`src/rtl/clock_select_pkg.sv`:
```
/*
 * Constants for the system clock select and divider block: register
 * offsets, field positions, reset values and the main source encoding.
 * Assumes a 32-bit APB register bus with byte addresses.
 */
package clock_select_pkg;

	// ----------------------------------------------------------------
	// Register map
	// ----------------------------------------------------------------
	localparam int ADDR_W = 12;
	localparam logic [ADDR_W-1:0] CTRL_OFF = 12'h000;
	localparam logic [ADDR_W-1:0] STATUS_OFF = 12'h004;
	localparam logic [ADDR_W-1:0] CMD_OFF = 12'h008;
	localparam logic [ADDR_W-1:0] CYCLE_OFF = 12'h00c;

	// ----------------------------------------------------------------
	// Clock control fields
	// ----------------------------------------------------------------
	localparam int CTRL_W = 4;
	localparam int SUB_SEL_BIT = 0;
	localparam int MAIN_STOP_BIT = 1;
	localparam int DIV_LO_BIT = 2;
	localparam int DIV_HI_BIT = 3;
	localparam int DIV_CODE_W = 2;
	localparam logic [CTRL_W-1:0] CTRL_RESET = 4'hc;
	localparam logic [DIV_CODE_W-1:0] DIV_CODE_RESET = 2'h3;

	// ----------------------------------------------------------------
	// Command fields
	// ----------------------------------------------------------------
	localparam int CMD_CERAMIC_BIT = 0;
	localparam int CMD_RC_BIT = 1;

	// ----------------------------------------------------------------
	// Status fields
	// ----------------------------------------------------------------
	localparam int ST_SRC_LO = 0;
	localparam int ST_SUB_BIT = 2;
	localparam int ST_STOP_BIT = 3;
	localparam int ST_DIV_LO = 4;
	localparam int ST_PHASE_LO = 6;
	localparam int ST_PEND_BIT = 8;

	// ----------------------------------------------------------------
	// Dividers
	// ----------------------------------------------------------------
	localparam int POW2_W = 3;
	localparam logic [POW2_W-1:0] POW2_RESET_M1 = 3'h7;
	localparam int INSTR_DIV = 3;
	localparam int PHASE_W = 2;
	localparam logic [PHASE_W-1:0] INSTR_M1 = 2'h2;
	localparam int CYCLE_W = 16;

	typedef enum logic [1:0] {
		SRC_RING,
		SRC_RC,
		SRC_CERAMIC
	} main_src_e;

endpackage

```
`src/rtl/edge_tick.sv`:
```
/*
 * Rising-edge detector for oscillator levels, one pulse per edge.
 * Assumes the levels are synchronous to clk and slower than clk / 2.
 */
`timescale 1ns/100ps
module edge_tick #(
	parameter int WIDTH = 3
) (
	input wire logic clk,
	input wire logic rstn,
	input wire logic [WIDTH-1:0] level,
	output logic [WIDTH-1:0] rise
);

	logic [WIDTH-1:0] last_reg;

	genvar i;
	generate
		for (i = 0; i < WIDTH; i++) begin : g_bit
			always_ff @(posedge clk or negedge rstn) begin
				if (!rstn) begin
					last_reg[i] <= 1'b0;
					rise[i] <= 1'b0;
				end else begin
					last_reg[i] <= level[i];
					rise[i] <= level[i] & ~last_reg[i];
				end
			end
		end
	endgenerate

endmodule // edge_tick

```
`src/rtl/tick_divider.sv`:
```
/*
 * Divides a tick stream by a period that is only reloaded at the
 * boundary of the current period, so no output period is ever cut.
 * Assumes tick_in is a one-cycle pulse in the clk domain.
 */
`timescale 1ns/100ps
module tick_divider #(
	parameter int W = 3,
	parameter logic [W-1:0] RESET_M1 = '1
) (
	input wire logic clk,
	input wire logic rstn,
	input wire logic tick_in,
	input wire logic [W-1:0] period_m1,
	output logic tick_out,
	output logic [W-1:0] phase
);

	logic [W-1:0] limit_reg;

	always_ff @(posedge clk or negedge rstn) begin
		if (!rstn) begin
			phase <= '0;
			limit_reg <= RESET_M1;
			tick_out <= 1'b0;
		end else begin
			tick_out <= 1'b0;
			if (tick_in) begin
				if (phase == limit_reg) begin
					phase <= '0;
					limit_reg <= period_m1;
					tick_out <= 1'b1;
				end else begin
					phase <= phase + 1'b1;
				end
			end
		end
	end

endmodule // tick_divider

```
`src/rtl/system_clock_select_divider.sv`:
```
/*
 * System clock select and divider: picks the main or sub-clock source,
 * divides it by 1, 2, 4 or 8 and by 3 for the instruction clock.
 * Assumes oscillator levels synchronous to clk and an APB master.
 */
`timescale 1ns/100ps
module system_clock_select_divider
	import clock_select_pkg::*;
(
	input wire logic clk,
	input wire logic rstn,
	input wire logic psel,
	input wire logic penable,
	input wire logic pwrite,
	input wire logic [ADDR_W-1:0] paddr,
	input wire logic [31:0] pwdata,
	output logic [31:0] prdata,
	output logic pready,
	output logic pslverr,
	input wire logic ring_osc_input,
	input wire logic main_osc_input,
	input wire logic sub_osc_input,
	output logic ring_osc_enable,
	output logic rc_osc_enable,
	output logic ceramic_osc_enable,
	output logic system_clock,
	output logic instruction_clock,
	output logic [PHASE_W-1:0] instruction_phase
);

	// ----------------------------------------------------------------
	// Declarations
	// ----------------------------------------------------------------
	logic [CTRL_W-1:0] ctrl_reg;
	main_src_e main_src_reg;
	main_src_e active_src_reg;
	logic active_sub_reg;
	logic [DIV_CODE_W-1:0] active_div_reg;
	logic [CYCLE_W-1:0] cycle_reg;
	logic [31:0] prdata_next;
	logic wr_en;
	logic rd_setup;
	logic mapped;
	logic main_stop;
	logic [2:0] src_rise;
	logic src_tick;
	logic sys_tick;
	logic instr_tick;
	logic [POW2_W-1:0] pow2_m1;
	logic [POW2_W-1:0] pow2_phase;
	logic [DIV_CODE_W-1:0] ctrl_div;
	logic pending;

	// ----------------------------------------------------------------
	// APB slave
	// ----------------------------------------------------------------
	// Zero wait states: every access finishes in its first access cycle
	assign pready = 1'b1;
	assign wr_en = psel & penable & pwrite;
	assign rd_setup = psel & ~penable & ~pwrite;

	always_comb begin
		mapped = 1'b0;
		unique case (paddr)
			CTRL_OFF, STATUS_OFF, CMD_OFF, CYCLE_OFF: begin
				mapped = 1'b1;
			end
			default: begin
				mapped = 1'b0;
			end
		endcase
	end

	assign pslverr = psel & penable & ~mapped;

	assign ctrl_div = ctrl_reg[DIV_HI_BIT:DIV_LO_BIT];
	assign pending = (ctrl_reg[SUB_SEL_BIT] != active_sub_reg) ||
		(ctrl_div != active_div_reg) || (main_src_reg != active_src_reg);

	always_comb begin
		prdata_next = 32'h0;
		unique case (paddr)
			CTRL_OFF: begin
				prdata_next[CTRL_W-1:0] = ctrl_reg;
			end
			STATUS_OFF: begin
				prdata_next[ST_SRC_LO +: 2] = active_src_reg;
				prdata_next[ST_SUB_BIT] = active_sub_reg;
				prdata_next[ST_STOP_BIT] = main_stop;
				prdata_next[ST_DIV_LO +: DIV_CODE_W] = active_div_reg;
				prdata_next[ST_PHASE_LO +: PHASE_W] = instruction_phase;
				prdata_next[ST_PEND_BIT] = pending;
			end
			CYCLE_OFF: begin
				prdata_next[CYCLE_W-1:0] = cycle_reg;
			end
			default: begin
				prdata_next = 32'h0;
			end
		endcase
	end

	// Read data is captured in the setup cycle so it comes from a flop
	always_ff @(posedge clk or negedge rstn) begin
		if (!rstn) begin
			prdata <= 32'h0;
		end else if (rd_setup) begin
			prdata <= prdata_next;
		end
	end

	// ----------------------------------------------------------------
	// Clock control register
	// ----------------------------------------------------------------
	always_ff @(posedge clk or negedge rstn) begin
		if (!rstn) begin
			ctrl_reg <= CTRL_RESET;
		end else if (wr_en && paddr == CTRL_OFF) begin
			ctrl_reg <= pwdata[CTRL_W-1:0];
		end
	end

	// ----------------------------------------------------------------
	// Main source commands
	// ----------------------------------------------------------------
	// Ceramic wins if software sets both command bits in one write
	always_ff @(posedge clk or negedge rstn) begin
		if (!rstn) begin
			main_src_reg <= SRC_RING;
		end else if (wr_en && paddr == CMD_OFF) begin
			if (pwdata[CMD_CERAMIC_BIT]) begin
				main_src_reg <= SRC_CERAMIC;
			end else if (pwdata[CMD_RC_BIT]) begin
				main_src_reg <= SRC_RC;
			end
		end
	end

	// ----------------------------------------------------------------
	// Selection taken over at system clock boundaries
	// ----------------------------------------------------------------
	// Switching mid-period would leave a short system clock pulse
	always_ff @(posedge clk or negedge rstn) begin
		if (!rstn) begin
			active_src_reg <= SRC_RING;
			active_sub_reg <= 1'b0;
			active_div_reg <= DIV_CODE_RESET;
		end else if (sys_tick) begin
			active_src_reg <= main_src_reg;
			active_sub_reg <= ctrl_reg[SUB_SEL_BIT];
			active_div_reg <= ctrl_div;
		end
	end

	// Stop bit acts only once the sub-clock really drives the system
	assign main_stop = active_sub_reg & ctrl_reg[MAIN_STOP_BIT];

	// The old source keeps running until the switch boundary is reached
	always_comb begin
		ring_osc_enable = ~main_stop &&
			(main_src_reg == SRC_RING || active_src_reg == SRC_RING);
		rc_osc_enable = ~main_stop &&
			(main_src_reg == SRC_RC || active_src_reg == SRC_RC);
		ceramic_osc_enable = ~main_stop &&
			(main_src_reg == SRC_CERAMIC || active_src_reg == SRC_CERAMIC);
	end

	// ----------------------------------------------------------------
	// Source edges and selection
	// ----------------------------------------------------------------
	edge_tick #(
		.WIDTH(3)
	) u_edges (
		.clk(clk),
		.rstn(rstn),
		.level({sub_osc_input, main_osc_input, ring_osc_input}),
		.rise(src_rise)
	);

	// RC and ceramic sources share the main oscillator pin
	always_comb begin
		if (active_sub_reg) begin
			src_tick = src_rise[2];
		end else if (main_stop) begin
			src_tick = 1'b0;
		end else if (active_src_reg == SRC_RING) begin
			src_tick = src_rise[0];
		end else begin
			src_tick = src_rise[1];
		end
	end

	// ----------------------------------------------------------------
	// System clock divider
	// ----------------------------------------------------------------
	always_comb begin
		unique case (ctrl_div)
			2'h0: pow2_m1 = 3'h0;
			2'h1: pow2_m1 = 3'h1;
			2'h2: pow2_m1 = 3'h3;
			2'h3: pow2_m1 = 3'h7;
		endcase
	end

	tick_divider #(
		.W(POW2_W),
		.RESET_M1(POW2_RESET_M1)
	) u_sys_div (
		.clk(clk),
		.rstn(rstn),
		.tick_in(src_tick),
		.period_m1(pow2_m1),
		.tick_out(sys_tick),
		.phase(pow2_phase)
	);

	// ----------------------------------------------------------------
	// Instruction clock divider
	// ----------------------------------------------------------------
	tick_divider #(
		.W(PHASE_W),
		.RESET_M1(INSTR_M1)
	) u_instr_div (
		.clk(clk),
		.rstn(rstn),
		.tick_in(sys_tick),
		.period_m1(INSTR_M1),
		.tick_out(instr_tick),
		.phase(instruction_phase)
	);

	// ----------------------------------------------------------------
	// Clock outputs and machine cycle count
	// ----------------------------------------------------------------
	always_ff @(posedge clk or negedge rstn) begin
		if (!rstn) begin
			system_clock <= 1'b0;
			instruction_clock <= 1'b0;
		end else begin
			system_clock <= sys_tick;
			instruction_clock <= instr_tick;
		end
	end

	// Wraps silently; software reads it twice if it needs a long span
	always_ff @(posedge clk or negedge rstn) begin
		if (!rstn) begin
			cycle_reg <= '0;
		end else if (instr_tick) begin
			cycle_reg <= cycle_reg + 1'b1;
		end
	end

endmodule // system_clock_select_divider

```
`config.mk`:
```
export PLATFORM = sky130hd
export DESIGN_NAME = system_clock_select_divider
export DESIGN_NICKNAME = d
export VERILOG_FILES = /design/src/rtl/clock_select_pkg.sv /design/src/rtl/edge_tick.sv /design/src/rtl/tick_divider.sv /design/src/rtl/system_clock_select_divider.sv
export SDC_FILE = /design/constraint.sdc
export NUM_CORES = 1
export LEC_CHECK = 0
export ABC_CLOCK_PERIOD_IN_PS = 4000
export BUFFER_PORTS_ARGS = -buffer_cell sky130_fd_sc_hd__buf_2
export CAP_MARGIN = 30
export CORE_ASPECT_RATIO = 0.9
export CORE_MARGIN = 3
export CORE_UTILIZATION = 40
export CTS_CLUSTER_SIZE = 30
export DETAILED_ROUTE_END_ITERATION = 8
export PLACE_DENSITY_LB_ADDON = 0.2
export SLEW_MARGIN = 20
export SYNTH_ARGS = -nofsm -noshare
export SYNTH_HDL_FRONTEND = slang
export SYNTH_HIERARCHICAL = 1
export SYNTH_SLANG_ARGS = --single-unit
```
`constraint.sdc`:
```
create_clock -name clk -period 4 [get_ports clk]
set_input_delay 0.8 -clock clk [delete_from_list [all_inputs] [get_ports clk]]
set_output_delay 0.8 -clock clk [all_outputs]
set_load 0.005 [all_outputs]
```
# Yosys cells after proc, flatten, opt, wreduce, memory -nomap -nowiden
# Index checks and enable logic that the tools add are counted.
# totals
reg_bits	61
inputBits	52
elab_cells	88
# classes
mux	16
bitwise	16
eq_ne	15
n_reduce_logical	18
addsub	3
# op_table
cell	count
$eq A12 B4 Y1 const B	2
$add A16 B1 Y16 const B	1
$eq A12 B3 Y1 const B	1
$logic_not A12 Y1	1
$pmux W3 S4	1
$pmux W4 S3	1
$eq A2 B2 Y1 const B	5
$pmux W5 S2	1
$and A1 B1 Y1	9
$mux W1	8
$mux W7	1
$not A1 Y1	7
$eq A2 B1 Y1 const B	3
$logic_not A2 Y1	3
$mux W2	3
$logic_and A1 B1 Y1	5
$logic_or A1 B1 Y1	5
$ne A2 B2 Y1	2
$reduce_and A2 Y1	2
$reduce_or A4 Y1	1
$add A3 B1 Y3 const B	1
$eq A3 B3 Y1	1
$mux W3	1
$add A2 B1 Y2 const B	1
2 further kinds	2

# Longest topological paths before layout
# Gate-level depths: netlist of the first run.
# depth
word_depth	5
mapped_depth	6
mapped_depth_nobuf	6

# By module
# The synthesis of the first run kept the hierarchy.
# by_module_without_submodules
mod	n_inst	cells_per_inst	seq_area_each_um2	area_each_um2
system_clock_select_divider	1	200	1131.1	2240.9
tick_divider at u_sys_div	1	32	178.9	372.9
tick_divider at u_instr_div	1	28	126.4	257.7
edge_tick	1	9	150.1	191.4

# Worst setup path before layout of the first run
# OpenSTA, ideal clock, no wires.
# synth_timing
path_type	input -> output
from	input port paddr[1]
to	output port pslverr
stages	3
arrival_ns	1.422
path_slack_ns	1.778
cell_sequence	nor4_2 > and3_2 > nor2_1
# synth_via
elab_chain_len	5
# synth_lines
element	line_no	source
from (decl)	system_clock_select_divider.sv:15	input wire logic [ADDR_W-1:0] paddr,
$eq A12 B4 Y1, or another cell as far along	system_clock_select_divider.sv:64	unique case (paddr)
$reduce_or A4 Y1 (*)	system_clock_select_divider.sv:64	
$mux W1 (*)	system_clock_select_divider.sv:64	
$not A1 Y1 (*)	system_clock_select_divider.sv:74	assign pslverr = psel & penable & ~mapped;
$and A1 B1 Y1 (*)	system_clock_select_divider.sv:74	
to (decl)	system_clock_select_divider.sv:19	output logic pslverr,
# Every way passes the cells marked *; elsewhere a longest branch is shown, timed or not.

# Worst setup path after layout of the first run
# layout_timing
from	register active_src_reg[1]
to	register u_sys_div.limit_reg[1]
# layout_via
elab_chain_len	5
# layout_lines
element	line_no	source
from (decl)	system_clock_select_divider.sv:36	main_src_e active_src_reg;
from (signal assigned)	system_clock_select_divider.sv:149	active_src_reg <= main_src_reg;
$logic_not A2 Y1	system_clock_select_divider.sv:186	end else if (active_src_reg == SRC_RING) begin
$mux W1	system_clock_select_divider.sv:186	
$mux W1	system_clock_select_divider.sv:184	end else if (main_stop) begin
$mux W1	system_clock_select_divider.sv:182	if (active_sub_reg) begin
named net src_tick	system_clock_select_divider.sv:46	logic src_tick;
$reduce_and A2 Y1 (no source line)	--	
to (signal assigned)	tick_divider.sv:31	limit_reg <= period_m1;
to (decl)	tick_divider.sv:19	logic [W-1:0] limit_reg;
# The timed path passes the listed nets, and every way through them passes these cells.
# A chain may end at the register's enable or synchronous reset.

==> results of run 1 <==
## cell usage in the layout (no fill, tap or decap), types with 2 or more instances in the layout
cell and count:
sky130_fd_sc_hd__dfrtp_1 55, sky130_fd_sc_hd__a221o_2 4, sky130_fd_sc_hd__and2_1 6, sky130_fd_sc_hd__xnor2_1 15, sky130_fd_sc_hd__or2_2 2, sky130_fd_sc_hd__buf_2 47, sky130_fd_sc_hd__nor3b_1 2, sky130_fd_sc_hd__a221o_1 3
sky130_fd_sc_hd__mux2i_1 4, sky130_fd_sc_hd__a21oi_1 4, sky130_fd_sc_hd__nand2_1 16, sky130_fd_sc_hd__o21ai_0 7, sky130_fd_sc_hd__ha_1 2, sky130_fd_sc_hd__mux2_2 10, sky130_fd_sc_hd__nand4_1 10, sky130_fd_sc_hd__a2bb2oi_1 3
sky130_fd_sc_hd__a31oi_1 2, sky130_fd_sc_hd__xor2_1 9, sky130_fd_sc_hd__clkbuf_8 12, sky130_fd_sc_hd__o311ai_0 2, sky130_fd_sc_hd__dfstp_2 8, sky130_fd_sc_hd__nor2b_4 3, sky130_fd_sc_hd__a22o_1 8, sky130_fd_sc_hd__inv_1 8
sky130_fd_sc_hd__nor2_1 20, sky130_fd_sc_hd__nand3b_1 2, sky130_fd_sc_hd__conb_1 20, sky130_fd_sc_hd__bufinv_16 2, sky130_fd_sc_hd__nor3_1 5, sky130_fd_sc_hd__and3_1 4, sky130_fd_sc_hd__nand3_1 4, sky130_fd_sc_hd__mux2_4 2
sky130_fd_sc_hd__nand2b_1 2
## where the power goes
group          total (mW)  internal [mW]  switching, mW
registers           0.779          0.696         0.0834
clock network       0.641          0.401          0.240
logic               0.230          0.110          0.119
## worst reg2reg max path, cell delays in order, from the launching register on
cell and delay [ns]:
sky130_fd_sc_hd__dfrtp_1 0.46, sky130_fd_sc_hd__nor2_1 0.27, sky130_fd_sc_hd__mux2i_1 0.11, sky130_fd_sc_hd__o21ai_0 0.68, sky130_fd_sc_hd__inv_2 0.07, sky130_fd_sc_hd__or4_4 0.59, sky130_fd_sc_hd__mux2_4 0.31
## through the flow
step	instances	power [mW]	area, um^2	hold slack, ns	worst slack (ns)
detailed placement	403	1.021	3306	0.4351	1.455
global placement	403	1.010	3306	0.4301	1.477
floorplan	287	0.9400	3131	0.4289	1.778
finish	419	1.650	3540	0.4398	1.455
CTS	419	1.670	3540	0.4390	1.447
global route	419	1.740	3540	0.4426	1.265
## final timing paths
path / start / end / cells past startpoint
min reg2reg: u_edges/last_reg[1] / u_edges/rise[1] / 1
min: u_edges/last_reg[1] / u_edges/rise[1] / 1
max reg2reg: active_src_reg[1] / u_sys_div/limit_reg[1] / 6
max: active_src_reg[1] / u_sys_div/limit_reg[1] / 6
max in group asynchronous: rstn / u_instr_div/tick_out / 2
min in group asynchronous: rstn / main_src_reg[0] / 2
## per-layer routing
layer	vias to the layer above	share of wire, %	global-route usage, %
met2	63	43	21.38
li1	1012	-	-
met4	0	1.3	5.955
met5	-	0	0
met3	5	6.8	5.226
met1	968	49	18.94
## cells by family (layout without fill, tap and decap cells)
family | Yosys count | in the layout | share of synthesized area (%)
other | 2 | 20 | 0.2452
XOR/XNOR | 25 | 25 | 7.394
buffers and inverters | 34 | 73 | 7.108
AO/OA/AOI/OAI | 40 | 40 | 10.09
adder cells (fa/ha/maj) | 2 | 2 | 0.8169
multiplexers | 16 | 16 | 5.964
flip-flops | 63 | 63 | 51.80
AND/OR/NAND/NOR | 87 | 87 | 16.59
## final cells by class
cell class                 count  area [um^2]
fill                         675         3717
sequential                    63         1587
multi-input combinational    190         1326
timing repair buffer          48        242.7
clock buffer                  13        168.9
tap                           93        116.4
clock inverter                 3        65.06
inverter                       9        33.78
==> metrics.md, run 1 <==
| Metric | Value |
|---|---|
| I/O pin total | `93` |
| Remaining DRCs | `0` |
| Die boundary height | `89.02 um` |
| Count of port buffers added during placement | `47` |
| Antenna Violating Nets Remaining | `0` |
| Final nets | `375` |
| Delay-heaviest family, CP | `simple AND/OR/NAND/NOR gates` |
| Post-route minimum period | `2.545 ns` |
| Router iterations before antenna repair | `4` |
| Transition time at the pin with the least slew margin | `0.8628 ns` |
| Async set or reset register ratio after synthesis | `100.0%` |
| Sink Count | `63` |
| Relative slew slack | `41.87%` |
| Global-route total usage across every layer | `14.28%` |
| Utilization after layout | `48.78%` |
| Placeable core region | `0.007257 mm^2` |
| Number of hold buffers added after cts | `0` |
| Worst-Skew Late Latency | `0.34 ns` |
| Average wire length per cell after detail routing | `14.19 um` |
| Status | `completed` |
| Final Max Tran Viols | `0` |
| Cells traversed along the worst timing path | `nor2_1, mux2i_1, o21ai_0, inv_2, or4_4, mux2_4` |
| IR drop worst, VDD | `304.8 uV` |
| Cell with the most instances after synthesis | `sky130_fd_sc_hd__dfrtp_1` |
| Number of antenna repair diodes | `0` |
| Clock Pin Slew Worst Setup and Hold Paths | `0.07 ns` |
| Via-per-instance ratio | `4.888` |
| Maximum number of pins on one net before global-route repair | `64` |
| Prevailing post-synth register cell | `sky130_fd_sc_hd__dfrtp_1` |
| Clock Skews | `0.007297 ns` |
| Highest fanout seen on the critical path | `9` |
| Req. time, crit path | `4.27 ns` |
| Data arrival time of the worst path | `2.81 ns` |
| Routed vias | `2048` |
| Mapped Cells | `269` |
| Number of antenna violations at the first check in global routing | `0` |
| Startpoint type of the worst setup path | `flop` |
| Share of layout cells above drive strength 1 | `30.67%` |
| Initial DRC count | `90` |
| Buffer type at the clock tree root | `sky130_fd_sc_hd__clkbuf_8` |
| Total congestion overflow after global routing | `0` |
| CP bufs+invs | `1` |
| Sum of negative setup slack | `0 ns` |
| Top-area cell type share of the netlist area | `44.93%` |
| Post-synthesis cell area | `0.003063 mm^2` |
| Most frequent cells after synthesis | `sky130_fd_sc_hd__dfrtp_1 (55), sky130_fd_sc_hd__nor2_1 (20), sky130_fd_sc_hd__buf_4 (18)` |
| Number of H-tree branching levels | `3` |
| Worst-path cell with the longest stage delay | `sky130_fd_sc_hd__o21ai_0` |
| Tcrit/Tclk final | `63.62%` |
| Mean Syn Cell Area | `11.39 um^2` |
| Max incr delay on CP | `0.68 ns` |
| Vias in the first global route | `1890` |
| Worst-case clock buffer depth | `2` |
| Number of synthesized register bits | `63` |
| Type of the most critical hold path | `flop to flop` |
| Clock tree from TritonCTS | `done` |
| Power density normalized to cell area | `466.2 mW/mm^2` |
| Library cell with the largest summed area after synthesis | `sky130_fd_sc_hd__dfrtp_1` |
| Die area | `0.008745 mm^2` |
| Path type of the worst setup path | `flop to flop` |
| Sequential cell area fraction in the yosys report | `51.80%` |
| Count of yosys warnings during synthesis | `6` |
| Number of enable flip-flop cells after synthesis | `0` |
| Clock buffer count from CTS | `9` |
| Final routed wirelength across all metal layers | `5945 um` |
| Detailed Place HPWL | `4135 um` |
| Wire length of the first global-routing pass | `9687 um` |
| Cell variety after synth | `55` |
| Synth area leaders | `sky130_fd_sc_hd__dfrtp_1 (45%), sky130_fd_sc_hd__dfstp_2 (6.9%), sky130_fd_sc_hd__buf_4 (4.4%)` |
| PostCTS Resize Cnt | `0` |
| Worst reg-to-reg setup slack | `1.46 ns` |
| Core Rows | `29` |
| Count of final hold-check violations | `0` |
| Unrepaired setup endpoints after global routing | `no` |
| Kind of end point of the critical path | `flop` |
| Leakage power | `1.754 nW` |
| Number of max-cap violations | `0` |
| Count of buffers added by post-CTS timing repair for setup | `0` |
| Final setup violating endpoints | `0` |
| Initial core utilization | `42.21%` |
| Die W | `98.24 um` |
| Max Clock Freq | `393.0 MHz` |
| Layout-stage area growth over the synthesis result | `15.56%` |
| Last weighted congestion value of the routability-driven placer | `0.7921` |
(Power assumes the default switching activity.)
==> run 2, diff against run 1 <==
ABC_CLOCK_PERIOD_IN_PS = 2550   (was 4000)
clock period = 2.55 ns   (was 4 ns; I/O delays follow)
==> run 2 against run 1 <==
  * Via count grew 1.8%
  * Wire length shrank 0.93%
  * Cell count grew 0.48%
  * Global-route usage grew 0.52 points
  * Largest power group unchanged
  * Sequential cell count is the same
  * Design area shrank 0.28%
  * Die area is the same
  * First-iteration DRC count shrank 37%
==> metrics.md, run 2 (synthesis gave the netlist of run 1 again) <==
| Metric | Value |
|---|---|
| Die W | `98.24 um (unchanged)` |
| Transition time at the pin with the least slew margin | `0.6477 ns (was 0.8628 ns)` |
| Worst reg-to-reg setup slack | `0.49 ns (was 1.46 ns)` |
| Sink Count | `63 (unchanged)` |
| Average wire length per cell after detail routing | `13.99 um (was 14.19 um)` |
| Internal power consumption | `1.722 mW (was 1.207 mW)` |
| Worst-case clock buffer depth | `2 (unchanged)` |
| Number of antenna repair diodes | `0 (unchanged)` |
| Routed vias | `2084 (was 2048)` |
| Highest fanout seen on the critical path | `6 (was 9)` |
| Die area | `0.008745 mm^2 (unchanged)` |
| Type of the most critical hold path | `primary input to async pin (was flop to flop)` |
| Vias in the first global route | `1998 (was 1890)` |
| Global-route total usage across every layer | `14.80% (was 14.28%)` |
| Last weighted congestion value of the routability-driven placer | `0.8019 (was 0.7921)` |
| PostCTS Resize Cnt | `0 (unchanged)` |
| Core Rows | `29 (unchanged)` |
| Reg2Reg Depth | `6 (unchanged)` |
| Crit Reg-Reg Startpoint | `active_src_reg[1] (unchanged)` |
| Share of layout cells above drive strength 1 | `31.40% (was 30.67%)` |
| End of the critical path | `u_sys_div/limit_reg[1] (unchanged)` |
| Startpoint type of the worst setup path | `flop (unchanged)` |
| Router iterations before antenna repair | `4 (unchanged)` |
| Sum of negative setup slack | `0 ns (unchanged)` |
| Die boundary height | `89.02 um (unchanged)` |
| Clock tree from TritonCTS | `done (unchanged)` |
| Initial core utilization | `42.21% (unchanged)` |
| Final Max Tran Viols | `0 (unchanged)` |
| Initial DRC count | `57 (was 90)` |
| Maximum number of pins on one net before global-route repair | `37 (was 64)` |
| Final setup violating endpoints | `0 (unchanged)` |
| I/O pin total | `93 (unchanged)` |
| Crit path launch | `active_src_reg[1] (unchanged)` |
| Final nets | `377 (was 375)` |
| Combinational cell fraction of total power | `14.8% (was 13.9%)` |
| Via-per-instance ratio | `4.950 (was 4.888)` |
| Count of buffers added by post-CTS timing repair for setup | `0 (unchanged)` |
| Flop pwr share | `50.0% (was 47.2%)` |
| Leakage power | `1.745 nW (was 1.754 nW)` |
| Most frequent cells in the layout | `sky130_fd_sc_hd__dfrtp_1 (55), sky130_fd_sc_hd__buf_2 (47), sky130_fd_sc_hd__nor2_1 (20), sky130_fd_sc_hd__conb_1 (20), sky130_fd_sc_hd__nand2_1 (16) (unchanged)` |
| Layout-stage area growth over the synthesis result | `15.24% (was 15.56%)` |
| Clock group share of total power | `35.2% (was 38.9%)` |
| Worst-Skew Late Latency | `0.34 ns (about the same)` |
| Most common library cell in the layout ignoring fill and taps | `sky130_fd_sc_hd__dfrtp_1 (unchanged)` |
| Clock Pin Slew Worst Setup and Hold Paths | `0.08 ns (was 0.07 ns)` |
| Buffer type at the clock tree root | `sky130_fd_sc_hd__clkbuf_8 (unchanged)` |
| Antenna Violating Nets Remaining | `0 (unchanged)` |
| Clock Skews | `0.008560 ns (was 0.007297 ns)` |
| Status | `completed (unchanged)` |
| Number of max-cap violations | `0 (unchanged)` |
| Sequential cell area | `0.001587 mm^2 (unchanged)` |
| Number of antenna violations at the first check in global routing | `0 (unchanged)` |
| Remaining DRCs | `0 (unchanged)` |
| Count of port buffers added during placement | `47 (unchanged)` |
| End of the worst register-to-register path | `u_sys_div/limit_reg[1] (unchanged)` |
| Tcrit/Tclk final | `80.86% (was 63.62%)` |
| Req. time, crit path | `2.82 ns (was 4.27 ns)` |
| Kind of end point of the critical path | `flop (unchanged)` |
| Clock buffer count from CTS | `9 (unchanged)` |
| Reported net switching power | `0.7192 mW (was 0.4430 mW)` |
| Unrepaired setup endpoints after global routing | `no (unchanged)` |
| Number of hold buffers added after cts | `0 (unchanged)` |
| Wire length of the first global-routing pass | `10030 um (was 9687 um)` |
| Number of H-tree branching levels | `3 (unchanged)` |
| Multi-input combinational cell area | `0.001326 mm^2 (unchanged)` |
| Post-route minimum period | `2.062 ns (was 2.545 ns)` |
| Path type of the worst setup path | `flop to flop (unchanged)` |
| Placeable core region | `0.007257 mm^2 (unchanged)` |
| Number of filler instances in the final layout | `673 (was 675)` |
| Power density normalized to cell area | `691.7 mW/mm^2 (was 466.2 mW/mm^2)` |
| Utilization after layout | `48.64% (was 48.78%)` |
| Total congestion overflow after global routing | `0 (unchanged)` |
| Count of final hold-check violations | `0 (unchanged)` |
| IR drop worst, VDD | `354.9 uV (was 304.8 uV)` |
| Detailed Place HPWL | `4202 um (was 4135 um)` |
| Max Clock Freq | `485.0 MHz (was 393.0 MHz)` |
| Data arrival time of the worst path | `2.34 ns (was 2.81 ns)` |
| Net switching fraction of the power | `29.46% (was 26.84%)` |
| Final routed wirelength across all metal layers | `5890 um (was 5945 um)` |
| Relative slew slack | `56.82% (was 41.87%)` |
-- run 2: cell count changes in the layout (fill, tap and decap cells not counted), sizes merged --
cell	change
bufinv	-1
buf	+2
clkbuf	-4
inv	+1
clkinv	+2
clkinvlp	+2
-- run 2: per-layer routing --
metal / global-route usage, % / vias up / part of all wire, %
met5: 0 / - / 0
met4: 3.350 / 0 / 0.90
met3: 5.148 / 6 / 7.1
met2: 22.13 / 67 / 44
met1: 21.00 / 992 / 48
li1: - / 1019 / -
-- run 2: power groups by stage --
stage / sequential [mW] / clock [mW] / combinational [mW]
after floorplan: 1.20 / 0 / 0.271
after global placement: 1.24 / 0 / 0.357
after detailed placement: 1.24 / 0 / 0.361
after CTS: 1.22 / 0.887 / 0.364
after global routing: 1.24 / 0.929 / 0.411
final: 1.22 / 0.860 / 0.360
-- run 2: area by class of cell --
| cell class | instances | share of cell area (%) |
|---|---|---|
| multi-input cells | 190 | 37.58 |
| repair buffers | 50 | 7.657 |
| well taps | 93 | 3.297 |
| clock buffers | 9 | 3.509 |
| inverters | 9 | 0.9571 |
| clock inverters | 7 | 2.056 |
| flip-flops and latches | 63 | 44.95 |
-- run 2: how the worst min path moves through the flow --
stage	from	depth (start not counted)	endpoint	slack (ns)
after floorplan	rstn	0	active_src_reg[0]	0.21
after global placement	u_edges/last_reg[2]	1	u_edges/rise[2]	0.43
after detailed placement	u_edges/last_reg[2]	1	u_edges/rise[2]	0.44
after CTS	rstn	1	cycle_reg[2]	0.20
after global routing	rstn	1	cycle_reg[2]	0.23
final	rstn	1	cycle_reg[2]	0.20
-- run 2: stage by stage --
stage	cell area, um^2	worst slack [ns]	hold slack, ns	cells	power [mW]
2_1_floorplan	3131	0.3882	0.2144	287	1.475
3_3_place_gp	3333	0.5100	0.4299	405	1.593
3_5_place_dp	3333	0.4977	0.4351	405	1.603
4_1_cts	3530	0.4878	0.2045	421	2.473
5_1_grt	3530	0.3759	0.2271	421	2.581
6_report	3530	0.4880	0.1954	421	2.441
-- run 2: worst max-delay path: stages (launching register included) --
cell                      delay [ns]
sky130_fd_sc_hd__dfrtp_1        0.45
sky130_fd_sc_hd__nor2_1         0.25
sky130_fd_sc_hd__mux2i_1        0.11
sky130_fd_sc_hd__o21ai_0        0.25
sky130_fd_sc_hd__inv_2          0.06
sky130_fd_sc_hd__or4_4          0.56
sky130_fd_sc_hd__mux2_4         0.31
==> run 3, diff against run 2 <==
ABC_CLOCK_PERIOD_IN_PS = 1800   (was 2550)
clock period = 1.8 ns   (was 2.55 ns; I/O delays follow)
==> run 3 against run 2 <==
  * Total power rose by 48%
  * Via count rose by 1.9%
  * Clock skew barely moved
  * Clock-buffer cell count rose by 1
  * Hold slack got worse by 0.19 ns
  * Maximum frequency rose by 20%
  * Worst setup slack got worse by 0.40 ns
  * Critical path type unchanged
==> metrics.md, run 3 (synthesis gave the netlist of run 1 again) <==
| Metric | Value |
|---|---|
| Clock buffer count from CTS | `9 (unchanged)` |
| Most frequent cells in the layout | `sky130_fd_sc_hd__dfrtp_1 (55), sky130_fd_sc_hd__buf_2 (47), sky130_fd_sc_hd__conb_1 (20), sky130_fd_sc_hd__nor2_1 (19), sky130_fd_sc_hd__nand2_1 (16) (was sky130_fd_sc_hd__dfrtp_1 (55), sky130_fd_sc_hd__buf_2 (47), sky130_fd_sc_hd__nor2_1 (20), sky130_fd_sc_hd__conb_1 (20), sky130_fd_sc_hd__nand2_1 (16))` |
| Routed vias | `2123 (was 2084)` |
| Utilization after layout | `49.66% (was 48.64%)` |
| Multi-input combinational cell area | `0.001333 mm^2 (was 0.001326 mm^2)` |
| Die area | `0.008745 mm^2 (unchanged)` |
| Buffer type at the clock tree root | `sky130_fd_sc_hd__clkbuf_8 (unchanged)` |
| Kind of end point of the critical path | `flop (unchanged)` |
| Number of H-tree branching levels | `3 (unchanged)` |
| Data arrival time of the worst path | `1.98 ns (was 2.34 ns)` |
| Sum of negative setup slack | `0 ns (unchanged)` |
| Placeable core region | `0.007257 mm^2 (unchanged)` |
| Final nets | `382 (was 377)` |
| Final routed wirelength across all metal layers | `5953 um (was 5890 um)` |
| Count of final hold-check violations | `0 (unchanged)` |
| Maximum number of pins on one net before global-route repair | `64 (was 37)` |
| Average wire length per cell after detail routing | `13.97 um (was 13.99 um)` |
| Number of antenna violations at the first check in global routing | `0 (unchanged)` |
| Share of layout cells above drive strength 1 | `32.73% (was 31.40%)` |
| Sequential cell area | `0.001587 mm^2 (unchanged)` |
| Vias in the first global route | `1990 (was 1998)` |
| Core Rows | `29 (unchanged)` |
| Layout-stage area growth over the synthesis result | `17.65% (was 15.24%)` |
| I/O pin total | `93 (unchanged)` |
| Number of filler instances in the final layout | `680 (was 673)` |
| Leakage power | `1.787 nW (was 1.745 nW)` |
| Highest fanout seen on the critical path | `3 (was 6)` |
| Router iterations before antenna repair | `4 (unchanged)` |
| Number of max-cap violations | `0 (unchanged)` |
| Final setup violating endpoints | `0 (unchanged)` |
| Remaining DRCs | `0 (unchanged)` |
| Initial core utilization | `42.21% (unchanged)` |
| Number of hold buffers added after cts | `0 (unchanged)` |
| Die W | `98.24 um (unchanged)` |
| Status | `completed (unchanged)` |
| Final Max Tran Viols | `0 (unchanged)` |
| Post-route minimum period | `1.717 ns (was 2.062 ns)` |
| PostCTS Resize Cnt | `0 (unchanged)` |
| Die boundary height | `89.02 um (unchanged)` |
| Path type of the worst setup path | `flop to flop (unchanged)` |
| Type of the most critical hold path | `primary input to async pin (unchanged)` |
| Most common library cell in the layout ignoring fill and taps | `sky130_fd_sc_hd__dfrtp_1 (unchanged)` |
| Count of port buffers added during placement | `47 (unchanged)` |
| Count of buffers added by post-CTS timing repair for setup | `0 (unchanged)` |
| Last weighted congestion value of the routability-driven placer | `0.7385 (was 0.8019)` |
| Clock tree from TritonCTS | `done (unchanged)` |
| Startpoint type of the worst setup path | `flop (unchanged)` |
| Detailed Place HPWL | `4276 um (was 4202 um)` |
| Clock Pin Slew Worst Setup and Hold Paths | `0.07 ns (was 0.08 ns)` |
| Total congestion overflow after global routing | `0 (unchanged)` |
| Max Clock Freq | `582.5 MHz (was 485.0 MHz)` |
| Power density normalized to cell area | `1005 mW/mm^2 (was 691.7 mW/mm^2)` |
| Tcrit/Tclk final | `95.38% (was 80.86%)` |
| Antenna Violating Nets Remaining | `0 (unchanged)` |
| Wire length of the first global-routing pass | `9722 um (was 10030 um)` |
| Initial DRC count | `71 (was 57)` |
| Worst-Skew Late Latency | `0.34 ns (about the same)` |
| Sink Count | `63 (unchanged)` |
| Worst-case clock buffer depth | `2 (unchanged)` |
| IR drop worst, VDD | `376.5 uV (was 354.9 uV)` |
| Clock Skews | `0.008958 ns (was 0.008560 ns)` |
| Unrepaired setup endpoints after global routing | `no (unchanged)` |
| Via-per-instance ratio | `4.984 (was 4.950)` |
| Req. time, crit path | `2.07 ns (was 2.82 ns)` |
| Global-route total usage across every layer | `14.18% (was 14.80%)` |
| Number of antenna repair diodes | `0 (unchanged)` |
==> run 3: metal layers <==
layer / track usage [%] / share of wire [%] / vias up
met5: 0 / 0 / -
met4: 5.211 / 1.3 / 0
met2: 20.77 / 44 / 59
met1: 19.09 / 48 / 1025
met3: 5.772 / 6.5 / 6
li1: - / - / 1033
==> run 3: final timing paths <==
| kind | cells past startpoint | to | slack, ns | from |
|---|---|---|---|---|
| max | 6 | u_sys_div/limit_reg[2] | 0.08 | active_src_reg[1] |
| min | 2 | ctrl_reg[1] | 0.006 | rstn |
| max reg2reg | 6 | u_sys_div/limit_reg[2] | 0.08 | active_src_reg[1] |
| min reg2reg | 1 | u_edges/rise[2] | 0.44 | u_edges/last_reg[2] |
| max in group asynchronous | 2 | u_sys_div/limit_reg[0] | 1.45 | rstn |
| min in group clk | 1 | u_edges/last_reg[0] | 0.14 | ring_osc_input |
==> run 3: power by group <==
part	switching [mW]	internal, mW	total (mW)
sequential	0.167	1.55	1.71
combinational	0.302	0.286	0.588
clock	0.542	0.777	1.32
total	1.01	2.61	3.62
==> run 3: final cells by class <==
class	instances	share of cell area [%]
clock inverter	6	2.396
clock buffer	10	3.542
multi-input combinational	190	36.98
inverter	9	0.9375
tap	93	3.229
sequential	63	44.03
timing repair buffer	55	8.889
==> run 3: critical path: stages (launching register included) <==
cell	delay, ns
sky130_fd_sc_hd__dfrtp_1	0.39
sky130_fd_sc_hd__nor2_2	0.16
sky130_fd_sc_hd__mux2i_1	0.12
sky130_fd_sc_hd__o21ai_2	0.18
sky130_fd_sc_hd__inv_2	0.05
sky130_fd_sc_hd__or4_4	0.44
sky130_fd_sc_hd__mux2_4	0.31
==> run 3: through the flow <==
stage               power (mW)  std cells  hold WS [ns]  area (um^2)  setup WS (ns)
floorplan                2.094        287       0.06441         3137       0.009041
global placement         2.315        410        0.4007         3390        0.09960
detailed placement       2.326        410        0.3987         3390        0.09165
CTS                      3.657        426       0.02442         3603        0.07479
global route             3.828        426       0.03290         3603       0.007356
finish                   3.620        426      0.006043         3603        0.08321
